$ cat src/verilog/xrt_pkg.sv
`default_nettype none
package xrt_pkg;

  // Bus geometry
  localparam int ADDR_W = 12;
  localparam int DATA_W = 32;

  // Register indexes; the byte address is four times the index
  localparam logic [7:0] IDX_LOW = 8'hE1;
  localparam logic [7:0] IDX_HIGH = 8'hE2;
  localparam logic [7:0] IDX_CTRL = 8'hE3;
  localparam logic [7:0] IDX_SKIP = 8'hE4;
  localparam logic [7:0] IDX_MODE = 8'hE5;
  localparam logic [7:0] IDX_STATUS = 8'hE6;

  // Field positions, route_enable_low
  localparam int LOW_CMP1_ASYNC = 7;
  localparam int LOW_CMP1_SYNC = 6;
  localparam int LOW_CMP0_ASYNC = 5;
  localparam int LOW_CMP0_SYNC = 4;
  localparam int LOW_SYSCLK = 3;
  localparam int LOW_TWOWIRE = 2;
  localparam int LOW_SERIF_A = 1;
  localparam int LOW_UART = 0;
  // Field positions, route_enable_high
  localparam int HIGH_UNUSED = 7;
  localparam int HIGH_SERIF_B = 6;
  localparam int HIGH_TIMER_ONE = 5;
  localparam int HIGH_TIMER_ZERO = 4;
  localparam int HIGH_COUNT_IN = 3;
  localparam logic [7:0] HIGH_WRITE_MASK = 8'h7F;
  // Field positions, control, mode and status
  localparam int CTRL_WEAK_PULL_DIS = 7;
  localparam int CTRL_GLOBAL_EN = 6;
  localparam logic [7:0] CTRL_WRITE_MASK = 8'hC0;
  localparam int MODE_SERIF_A_FOUR = 0;
  localparam int MODE_SERIF_B_FOUR = 1;
  localparam int STATUS_UNPLACED = 8;

  // Reset values
  localparam logic [7:0] LOW_RESET = 8'h00;
  localparam logic [7:0] HIGH_RESET = 8'h00;
  localparam logic [7:0] CTRL_RESET = 8'h00;
  localparam logic [14:0] SKIP_RESET = 15'h0000;
  localparam logic [1:0] MODE_RESET = 2'h0;

  // AXI responses
  localparam logic [1:0] RESP_OKAY = 2'h0;
  localparam logic [1:0] RESP_SLVERR = 2'h2;

  // Pins P0.0 to P1.6, then functions in priority order
  localparam int PIN_COUNT = 15;
  localparam int FN_COUNT = 26;
  localparam int FN_W = 5;
  localparam int FIXED_COUNT = 6;
  localparam int FN_SCK_A = 6;
  localparam int FN_NSS_A = 9;
  localparam int FN_SDA = 10;
  localparam int FN_SCL = 11;
  localparam int FN_CAPTURE_OUT_FIRST = 17;
  localparam int CEX_MAX = 6;
  // Fixed pins of uart (P0.4, P0.5) and serif_b (P1.0 to P1.3)
  localparam logic [5:0][3:0] FIXED_PIN = {4'hB, 4'hA, 4'h9, 4'h8, 4'h5, 4'h4};
  // Code 0 on a pin means no routed function
  localparam logic [FN_W-1:0] FN_NONE = 5'h00;

  // Outcome of one pass of the priority decoder
  typedef struct packed {
    logic [PIN_COUNT-1:0][FN_W-1:0] func;
    logic [4:0] used;
    logic unplaced;
  } xrt_map_type;

endpackage : xrt_pkg
`default_nettype wire

$ cat src/verilog/xrt_crossbar.sv
// Local design decision: register access over AXI4-Lite.
`timescale 1ns/1ns
`default_nettype none
module xrt_crossbar (
  input wire logic core_clk_i,
  input wire logic nrst_i,
  input wire logic [xrt_pkg::ADDR_W-1:0] s_axi_awaddr_i,
  input wire logic s_axi_awvalid_i,
  output logic s_axi_awready_o,
  input wire logic [xrt_pkg::DATA_W-1:0] s_axi_wdata_i,
  input wire logic [3:0] s_axi_wstrb_i,
  input wire logic s_axi_wvalid_i,
  output logic s_axi_wready_o,
  output logic [1:0] s_axi_bresp_o,
  output logic s_axi_bvalid_o,
  input wire logic s_axi_bready_i,
  input wire logic [xrt_pkg::ADDR_W-1:0] s_axi_araddr_i,
  input wire logic s_axi_arvalid_i,
  output logic s_axi_arready_o,
  output logic [xrt_pkg::DATA_W-1:0] s_axi_rdata_o,
  output logic [1:0] s_axi_rresp_o,
  output logic s_axi_rvalid_o,
  input wire logic s_axi_rready_i,
  output logic [xrt_pkg::PIN_COUNT-1:0][xrt_pkg::FN_W-1:0] pin_func_o,
  output logic [xrt_pkg::PIN_COUNT-1:0] pin_drive_en_o,
  output logic [xrt_pkg::PIN_COUNT-1:0] pin_open_drain_o,
  output logic weak_pull_disable_o
);
  import xrt_pkg::*;

  // Whole module state in one record
  typedef struct packed {
    logic [7:0] low;
    logic [7:0] high;
    logic [7:0] ctrl;
    logic [14:0] skip;
    logic [1:0] mode;
    logic awready;
    logic wready;
    logic [ADDR_W-1:0] awaddr;
    logic [DATA_W-1:0] wdata;
    logic [3:0] wstrb;
    logic bvalid;
    logic [1:0] bresp;
    logic arready;
    logic rvalid;
    logic [1:0] rresp;
    logic [DATA_W-1:0] rdata;
    xrt_map_type map;
    logic [PIN_COUNT-1:0] drive;
    logic [PIN_COUNT-1:0] od;
  } xrt_state_type;

  xrt_state_type state_q; // Registered state
  xrt_state_type state_d; // Next state
  xrt_map_type map_now; // Decoder result from current registers

  // Word decode; low two address bits are ignored
  function automatic logic addr_is(input logic [ADDR_W-1:0] addr, input logic [7:0] idx);
    addr_is = (addr[ADDR_W-1:2] == {2'h0, idx});
  endfunction : addr_is

  // Enables of all functions, in priority order
  function automatic logic [FN_COUNT-1:0] fn_enables(input logic [7:0] low, input logic [7:0] high,
                                                     input logic [1:0] mode);
    logic [FN_COUNT-1:0] en;
    en = '0;
    en[0] = low[LOW_UART];
    en[1] = low[LOW_UART];
    en[2] = high[HIGH_SERIF_B];
    en[3] = high[HIGH_SERIF_B];
    en[4] = high[HIGH_SERIF_B];
    en[5] = high[HIGH_SERIF_B] && mode[MODE_SERIF_B_FOUR];
    en[6] = low[LOW_SERIF_A];
    en[7] = low[LOW_SERIF_A];
    en[8] = low[LOW_SERIF_A];
    en[9] = low[LOW_SERIF_A] && mode[MODE_SERIF_A_FOUR];
    en[10] = low[LOW_TWOWIRE];
    en[11] = low[LOW_TWOWIRE];
    en[12] = low[LOW_CMP0_SYNC];
    en[13] = low[LOW_CMP0_ASYNC];
    en[14] = low[LOW_CMP1_SYNC];
    en[15] = low[LOW_CMP1_ASYNC];
    en[16] = low[LOW_SYSCLK];
    // Reserved 111 routes no capture output at all
    for (int k = 0; k < CEX_MAX; k++) begin
      en[FN_CAPTURE_OUT_FIRST + k] = (high[2:0] != 3'h7) && (int'(high[2:0]) > k);
    end
    en[23] = high[HIGH_COUNT_IN];
    en[24] = high[HIGH_TIMER_ZERO];
    en[25] = high[HIGH_TIMER_ONE];
    fn_enables = en;
  endfunction : fn_enables

  // Priority decoder: fixed pins first, then lowest free pin
  function automatic xrt_map_type decode(input logic [FN_COUNT-1:0] en, input logic [14:0] skip);
    xrt_map_type m;
    logic [PIN_COUNT-1:0] taken;
    logic placed;
    m = '0;
    taken = skip;
    placed = 1'b0;
    // Fixed functions ignore the skip mask; software keeps those clear
    for (int f = 0; f < FIXED_COUNT; f++) begin
      if (en[f]) begin
        m.func[FIXED_PIN[f]] = FN_W'(f + 1);
        taken[FIXED_PIN[f]] = 1'b1;
      end
    end
    for (int f = FIXED_COUNT; f < FN_COUNT; f++) begin
      if (en[f]) begin
        placed = 1'b0;
        for (int p = 0; p < PIN_COUNT; p++) begin
          // First unskipped, unassigned pin wins
          if (!placed && !taken[p]) begin
            m.func[p] = FN_W'(f + 1);
            taken[p] = 1'b1;
            placed = 1'b1;
          end
        end
        // Out of pins: the function is dropped and the unplaced flag is set
        if (!placed) begin
          m.unplaced = 1'b1;
        end
      end
    end
    for (int p = 0; p < PIN_COUNT; p++) begin
      if (m.func[p] != FN_NONE) begin
        m.used = m.used + 5'h01;
      end
    end
    decode = m;
  endfunction : decode

  // Decoder from the registers as they stand now
  always_comb begin
    map_now = decode(fn_enables(state_q.low, state_q.high, state_q.mode), state_q.skip);
  end

  // All next-state logic
  always_comb begin
    state_d = state_q;
    if (!nrst_i) begin
      state_d = '0;
      state_d.low = LOW_RESET;
      state_d.high = HIGH_RESET;
      state_d.ctrl = CTRL_RESET;
      state_d.skip = SKIP_RESET;
      state_d.mode = MODE_RESET;
      state_d.awready = 1'b1;
      state_d.wready = 1'b1;
      state_d.arready = 1'b1;
    end else begin
      // Address and data are taken in either order
      if (state_q.awready && s_axi_awvalid_i) begin
        state_d.awready = 1'b0;
        state_d.awaddr = s_axi_awaddr_i;
      end
      if (state_q.wready && s_axi_wvalid_i) begin
        state_d.wready = 1'b0;
        state_d.wdata = s_axi_wdata_i;
        state_d.wstrb = s_axi_wstrb_i;
      end
      // Both halves held: commit and answer
      if (!state_q.awready && !state_q.wready && !state_q.bvalid) begin
        state_d.bvalid = 1'b1;
        state_d.bresp = RESP_OKAY;
        if (addr_is(state_q.awaddr, IDX_LOW)) begin
          if (state_q.wstrb[0]) begin
            state_d.low = state_q.wdata[7:0];
          end
        end else if (addr_is(state_q.awaddr, IDX_HIGH)) begin
          // Top bit never stores
          if (state_q.wstrb[0]) begin
            state_d.high = state_q.wdata[7:0] & HIGH_WRITE_MASK;
          end
        end else if (addr_is(state_q.awaddr, IDX_CTRL)) begin
          if (state_q.wstrb[0]) begin
            state_d.ctrl = state_q.wdata[7:0] & CTRL_WRITE_MASK;
          end
        end else if (addr_is(state_q.awaddr, IDX_SKIP)) begin
          if (state_q.wstrb[0]) begin
            state_d.skip[7:0] = state_q.wdata[7:0];
          end
          if (state_q.wstrb[1]) begin
            state_d.skip[14:8] = state_q.wdata[14:8];
          end
        end else if (addr_is(state_q.awaddr, IDX_MODE)) begin
          if (state_q.wstrb[0]) begin
            state_d.mode = state_q.wdata[1:0];
          end
        end else if (!addr_is(state_q.awaddr, IDX_STATUS)) begin
          // Unmapped word
          state_d.bresp = RESP_SLVERR;
        end
      end
      // Response taken: reopen both channels
      if (state_q.bvalid && s_axi_bready_i) begin
        state_d.bvalid = 1'b0;
        state_d.awready = 1'b1;
        state_d.wready = 1'b1;
      end
      // Read path, one outstanding
      if (state_q.arready && s_axi_arvalid_i) begin
        state_d.arready = 1'b0;
        state_d.rvalid = 1'b1;
        state_d.rresp = RESP_OKAY;
        state_d.rdata = '0;
        if (addr_is(s_axi_araddr_i, IDX_LOW)) begin
          state_d.rdata[7:0] = state_q.low;
        end else if (addr_is(s_axi_araddr_i, IDX_HIGH)) begin
          state_d.rdata[7:0] = state_q.high & HIGH_WRITE_MASK;
        end else if (addr_is(s_axi_araddr_i, IDX_CTRL)) begin
          state_d.rdata[7:0] = state_q.ctrl;
        end else if (addr_is(s_axi_araddr_i, IDX_SKIP)) begin
          state_d.rdata[14:0] = state_q.skip;
        end else if (addr_is(s_axi_araddr_i, IDX_MODE)) begin
          state_d.rdata[1:0] = state_q.mode;
        end else if (addr_is(s_axi_araddr_i, IDX_STATUS)) begin
          // Shows what the decoder produced last cycle
          state_d.rdata[4:0] = state_q.map.used;
          state_d.rdata[STATUS_UNPLACED] = state_q.map.unplaced;
        end else begin
          state_d.rresp = RESP_SLVERR;
        end
      end
      if (state_q.rvalid && s_axi_rready_i) begin
        state_d.rvalid = 1'b0;
        state_d.arready = 1'b1;
      end
      // Pin view registered once, so a write lands one cycle later
      state_d.map = map_now;
      for (int p = 0; p < PIN_COUNT; p++) begin
        state_d.drive[p] = state_q.ctrl[CTRL_GLOBAL_EN] && (map_now.func[p] != FN_NONE);
        state_d.od[p] = (map_now.func[p] == FN_W'(FN_SDA + 1)) ||
                        (map_now.func[p] == FN_W'(FN_SCL + 1));
      end
    end
  end

  // State register
  always_ff @(posedge core_clk_i) begin
    state_q <= state_d;
  end

  // Outputs straight from the record
  assign s_axi_awready_o = state_q.awready;
  assign s_axi_wready_o = state_q.wready;
  assign s_axi_bresp_o = state_q.bresp;
  assign s_axi_bvalid_o = state_q.bvalid;
  assign s_axi_arready_o = state_q.arready;
  assign s_axi_rdata_o = state_q.rdata;
  assign s_axi_rresp_o = state_q.rresp;
  assign s_axi_rvalid_o = state_q.rvalid;
  assign pin_func_o = state_q.map.func;
  assign pin_drive_en_o = state_q.drive;
  assign pin_open_drain_o = state_q.od;
  assign weak_pull_disable_o = state_q.ctrl[CTRL_WEAK_PULL_DIS];

  // Checking helpers: which functions appear, and in what order
  logic [FN_COUNT-1:0] fn_seen; // Functions present on some pin
  logic order_ok; // Dynamic functions ascend with pin number
  logic [FN_COUNT-1:0] en_now; // Enables of current registers
  logic od_match; // Open drain flags sit exactly on two-wire pins
  always_comb begin
    logic [FN_W-1:0] last;
    last = FN_NONE;
    fn_seen = '0;
    order_ok = 1'b1;
    od_match = 1'b1;
    for (int p = 0; p < PIN_COUNT; p++) begin
      // Flag and map come from the same edge, so they must agree pin by pin
      if (pin_open_drain_o[p] != ((state_q.map.func[p] == FN_W'(FN_SDA + 1)) ||
                                  (state_q.map.func[p] == FN_W'(FN_SCL + 1)))) begin
        od_match = 1'b0;
      end
      if (state_q.map.func[p] != FN_NONE) begin
        fn_seen[int'(state_q.map.func[p]) - 1] = 1'b1;
        if (int'(state_q.map.func[p]) > FIXED_COUNT) begin
          if (state_q.map.func[p] < last) begin
            order_ok = 1'b0;
          end
          last = state_q.map.func[p];
        end
      end
    end
    en_now = fn_enables(state_q.low, state_q.high, state_q.mode);
  end
endmodule : xrt_crossbar
`default_nettype wire

$ cat config.mk
export PLATFORM = sky130hd
export DESIGN_NAME = xrt_crossbar
export DESIGN_NICKNAME = d
export VERILOG_FILES = /design/src/verilog/xrt_pkg.sv /design/src/verilog/xrt_crossbar.sv
export SDC_FILE = /design/constraint.sdc
export NUM_CORES = 1
export LEC_CHECK = 0
export BUFFER_PORTS_ARGS = -buffer_cell sky130_fd_sc_hd__buf_2
export CORE_MARGIN = 3
export CORE_UTILIZATION = 40
export DETAILED_ROUTE_END_ITERATION = 8
export GPL_TIMING_DRIVEN = 1
export HOLD_SLACK_MARGIN = 0.03
export PLACE_DENSITY = 0.58
export SYNTH_ARGS = -nofsm -noshare
export SYNTH_HDL_FRONTEND = slang
export SYNTH_SLANG_ARGS = --single-unit
$ cat constraint.sdc
create_clock -name core_clk_i -period 14.9 [get_ports core_clk_i]
set_input_delay 0.745 -clock core_clk_i [delete_from_list [all_inputs] [get_ports core_clk_i]]
set_output_delay 0.745 -clock core_clk_i [all_outputs]
set_load 0.01 [all_outputs]
==> flow_summary.json <==
{
  "power_switching_mw": 0.288,
  "r2r_cells": 33,
  "insertion_delay_ns": 0.52,
  "ant_nets": 0,
  "clockPowerShare_pct": 46.1,
  "path_max_fanout": 31,
  "clock_path_buffers": 2,
  "cts_max_level": 4,
  "stdcell_count": 3207,
  "numPortBuffers": 171,
  "areaGrowthSynthToFinish_pct": 4.29,
  "fin_skew_ns": 0.0255,
  "synth-seq-cells": 194,
  "reg2reg_slack_ns": 3.65,
  "power_density_nw_per_um2": 53.6,
  "combPwrFrac_pct": 3.9,
  "clk_pin_slew_ns": 0.08,
  "diodes": 0,
  "start_util_pct": 40.6,
  "worst_pin_slew_ns": 1.16,
  "firstDrtPassIters": 7,
  "seq_area_frac_synth_pct": 20.5,
  "post-place-ws_ns": 3.88,
  "grt_pass1_wl_um": 102000,
  "gp_congestion": 0.944,
  "max_freq_mhz": 88.9,
  "yosysUniqueCellTypes": 116,
  "coreArea_sq_um": 46700,
  "dp.cells": 3175,
  "p_int_mw": 0.771,
  "tns_ns": 0,
  "syn_area_sq_um": 19000,
  "hold_buffers": 0,
  "tritoncts": "yes",
  "r2r_start": "state_q[204]$_SDFFE_PN0P_",
  "min_from": "s_axi_wvalid_i",
  "slew_headroom_pct": 22.6,
  "viasPerCell": 6.16,
  "grt_pass1_vias": 18210,
  "worst_slack_ns": 3.65,
  "swShare_pct": 27.2,
  "path_class": "reg2reg",
  "report.final.slew_viol_count": 0,
  "wl_um": 64600,
  "hold-path-endpoint": "s_axi_wready_o$_SDFFE_PP1P_",
  "hpwl_um": 50700,
  "wl_per_cell_um": 20.2,
  "cts_buffers": 17,
  "fin_crit_ns": 11.25,
  "drc": 0,
  "synth.largest_area_cell": "dfxtp_1",
  "grt_max_degree": 93,
  "yosysTopAreaCellShare_pct": 20.5,
  "post_cts_resize_count": 0,
  "required_ns": 15.35,
  "multiInputGateArea_sq_um": 13400,
  "fillers": 4918,
  "grt_overflow": 0,
  "post_cts_buffers": 0,
  "ir_drop_mv": 0.0954,
  "status": "completed",
  "synth-edff-count": 0,
  "yosys-top-cells-area": "dfxtp_1, nand2_1, buf_4, nor2_1, a21oi_1",
  "hp-class": "in2reg",
  "clock_sinks": 194,
  "async_reset_ff_share_pct": 0,
  "syn_inst": 2640,
  "dieArea_sq_um": 50100,
  "cpMaxStageDelayCell": "dfxtp_1",
  "root_buffer": "clkbuf_16",
  "yosys_warnings": 0,
  "min_path_cells": 2,
  "die_y_um": 224,
  "fin_nets": 2668,
  "antenna_found_initial": 2,
  "ys.flop_type": "dfxtp_1",
  "track_usage_pct": 25.3,
  "rsz0062_at_grt": "false",
  "drt_iter0_markers": 1933,
  "drive_gt1_share_pct": 13.3,
  "power_frac_seq_pct": 50.0,
  "finalHoldViolCount": 0,
  "cap_violations": 0,
  "die_x_um": 224,
  "crit_path_end_kind": "flop",
  "p_leak_nw": 7.62,
  "num_rows": 79,
  "cp_common_cell": "ha_1",
  "finalCritPeriodShare_pct": 75.5,
  "regArea_sq_um": 3880,
  "critPathMaxStageDelay_ns": 1.00,
  "start_kind": "flop",
  "setup_viol": 0,
  "num_io_pins": 214,
  "cp_data_arrival_time_ns": 11.69,
  "synth.avg_cell_area_sq_um": 7.18,
  "reg2reg_to": "state_q[35]$_SDFF_PN0_",
  "via_count": 19765
}
==> power by group through the flow <==
stage | sequential [mW] | combinational, mW | clock, mW
final | 0.530 | 0.0408 | 0.489
after global routing | 0.531 | 0.0456 | 0.523
after CTS | 0.530 | 0.0413 | 0.508
after detailed placement | 0.542 | 0.0413 | 0
after global placement | 0.542 | 0.0407 | 0
after floorplan | 0.541 | 0.0311 | 0
==> cell usage in the layout (no fill, tap or decap), types with 19 or more instances in the layout <==
cell type	netlist	layout
a21o_1	21	21
buf_2	30	170
o21ai_0	166	166
and2_1	57	57
o21a_1	39	39
nor3_1	76	76
mux2i_1	40	40
buf_4	143	19
dfxtp_1	194	194
o22ai_1	30	30
o21ai_1	28	28
nand3_1	86	86
nand2_1	306	306
a21oi_1	189	189
o31ai_1	23	23
a21boi_0	58	58
maj3_1	25	25
o211ai_1	52	52
a211oi_1	35	35
or3_1	22	22
inv_1	31	31
nor2_1	253	253
conb_1	1	19
nor2b_1	64	64
a22oi_1	22	22
nand4_1	23	23
a31oi_1	33	33
xnor2_1	31	31
and3_1	23	23
o221ai_1	19	19
==> worst max path at each step <==
stage / from / end / slack, ns / cells past startpoint
2_1_floorplan: state_q[202]$_SDFFE_PN0P_ / state_q[35]$_SDFF_PN0_ / 5.23 / 40
3_3_place_gp: state_q[202]$_SDFFE_PN0P_ / state_q[35]$_SDFF_PN0_ / 4.14 / 38
3_5_place_dp: state_q[202]$_SDFFE_PN0P_ / state_q[35]$_SDFF_PN0_ / 3.88 / 38
4_1_cts: state_q[202]$_SDFFE_PN0P_ / state_q[35]$_SDFF_PN0_ / 3.81 / 38
5_1_grt: state_q[204]$_SDFFE_PN0P_ / state_q[35]$_SDFF_PN0_ / 2.71 / 33
6_report: state_q[204]$_SDFFE_PN0P_ / state_q[35]$_SDFF_PN0_ / 3.65 / 33
==> flip-flops by register name (all words and copies together) (netlist names), 12 cells and up <==
signal            count
en_now               12
pin_func_o           75
pin_drive_en_o       15
state_q              54
pin_open_drain_o     15
s_axi_rdata_o        15
==> worst max-delay path: cells and delay by family (launching register included) <==
family | cells | cell delay [ns]
xor gates and xnor gates | 2 | 0.65
AOI/OAI and AO/OA | 12 | 4.72
adders and majority gates | 6 | 1.65
buffers and inverters | 1 | 0.08
DFF | 1 | 1.00
and+or+nand+nor | 9 | 2.18
muxes | 3 | 0.87
==> synthesized netlist by cell type (all sizes together), types with 34 or more instances <==
master  count
a211oi     41
a21boi     67
a21oi     194
a31oi      34
and2       62
buf       183
clkbuf     96
dfxtp     194
mux2i      40
nand2     308
nand3      88
nor2      258
nor2b      64
nor3       84
o211ai     54
o21a       40
o21ai     199
xnor2      41
==> final cells by class <==
class	count	area share, %
clock buffers	17	2.15
flip-flops and latches	194	19.6
clock inverters	15	0.993
repair buffers	189	5.02
well taps	607	3.84
multi-input cells	2152	67.7
inverters	33	0.626
==> stage by stage <==
| stage | hold WS, ns | instance area [sq um] | utilization, % | power [mW] |
|---|---|---|---|---|
| final | 0.442 | 19800 | 42.4 | 1.06 |
| after global placement | 0.443 | 19200 | 41.1 | 0.582 |
| after floorplan | 0.432 | 19000 | - | 0.572 |
| after detailed placement | 0.446 | 19200 | 41.1 | 0.583 |
| after global routing | 0.432 | 19800 | 42.4 | 1.10 |
| after CTS | 0.402 | 19800 | 42.4 | 1.08 |
==> kinds of logic after synthesis <==
kind of cell	synth area share, %
adder cells (fa/ha/maj)	2.42
XOR/XNOR	3.09
multiplexers	2.88
other	0.0198
AND/OR/NAND/NOR	27.8
flip-flops	20.5
AO/OA/AOI/OAI	34.1
buffers and inverters	9.24
==> metal layers <==
| layer | part of all wire (%) | GRT usage, % | vias to the layer above |
|---|---|---|---|
| met5 | 0.032 | 0 | - |
| met4 | 2.0 | 6.77 | 4 |
| met3 | 7.3 | 6.03 | 95 |
| met2 | 45 | 39.8 | 652 |
| met1 | 46 | 34.8 | 9428 |
| li1 | - | - | 9586 |
No activity file was read; power rests on OpenSTA's default activity.
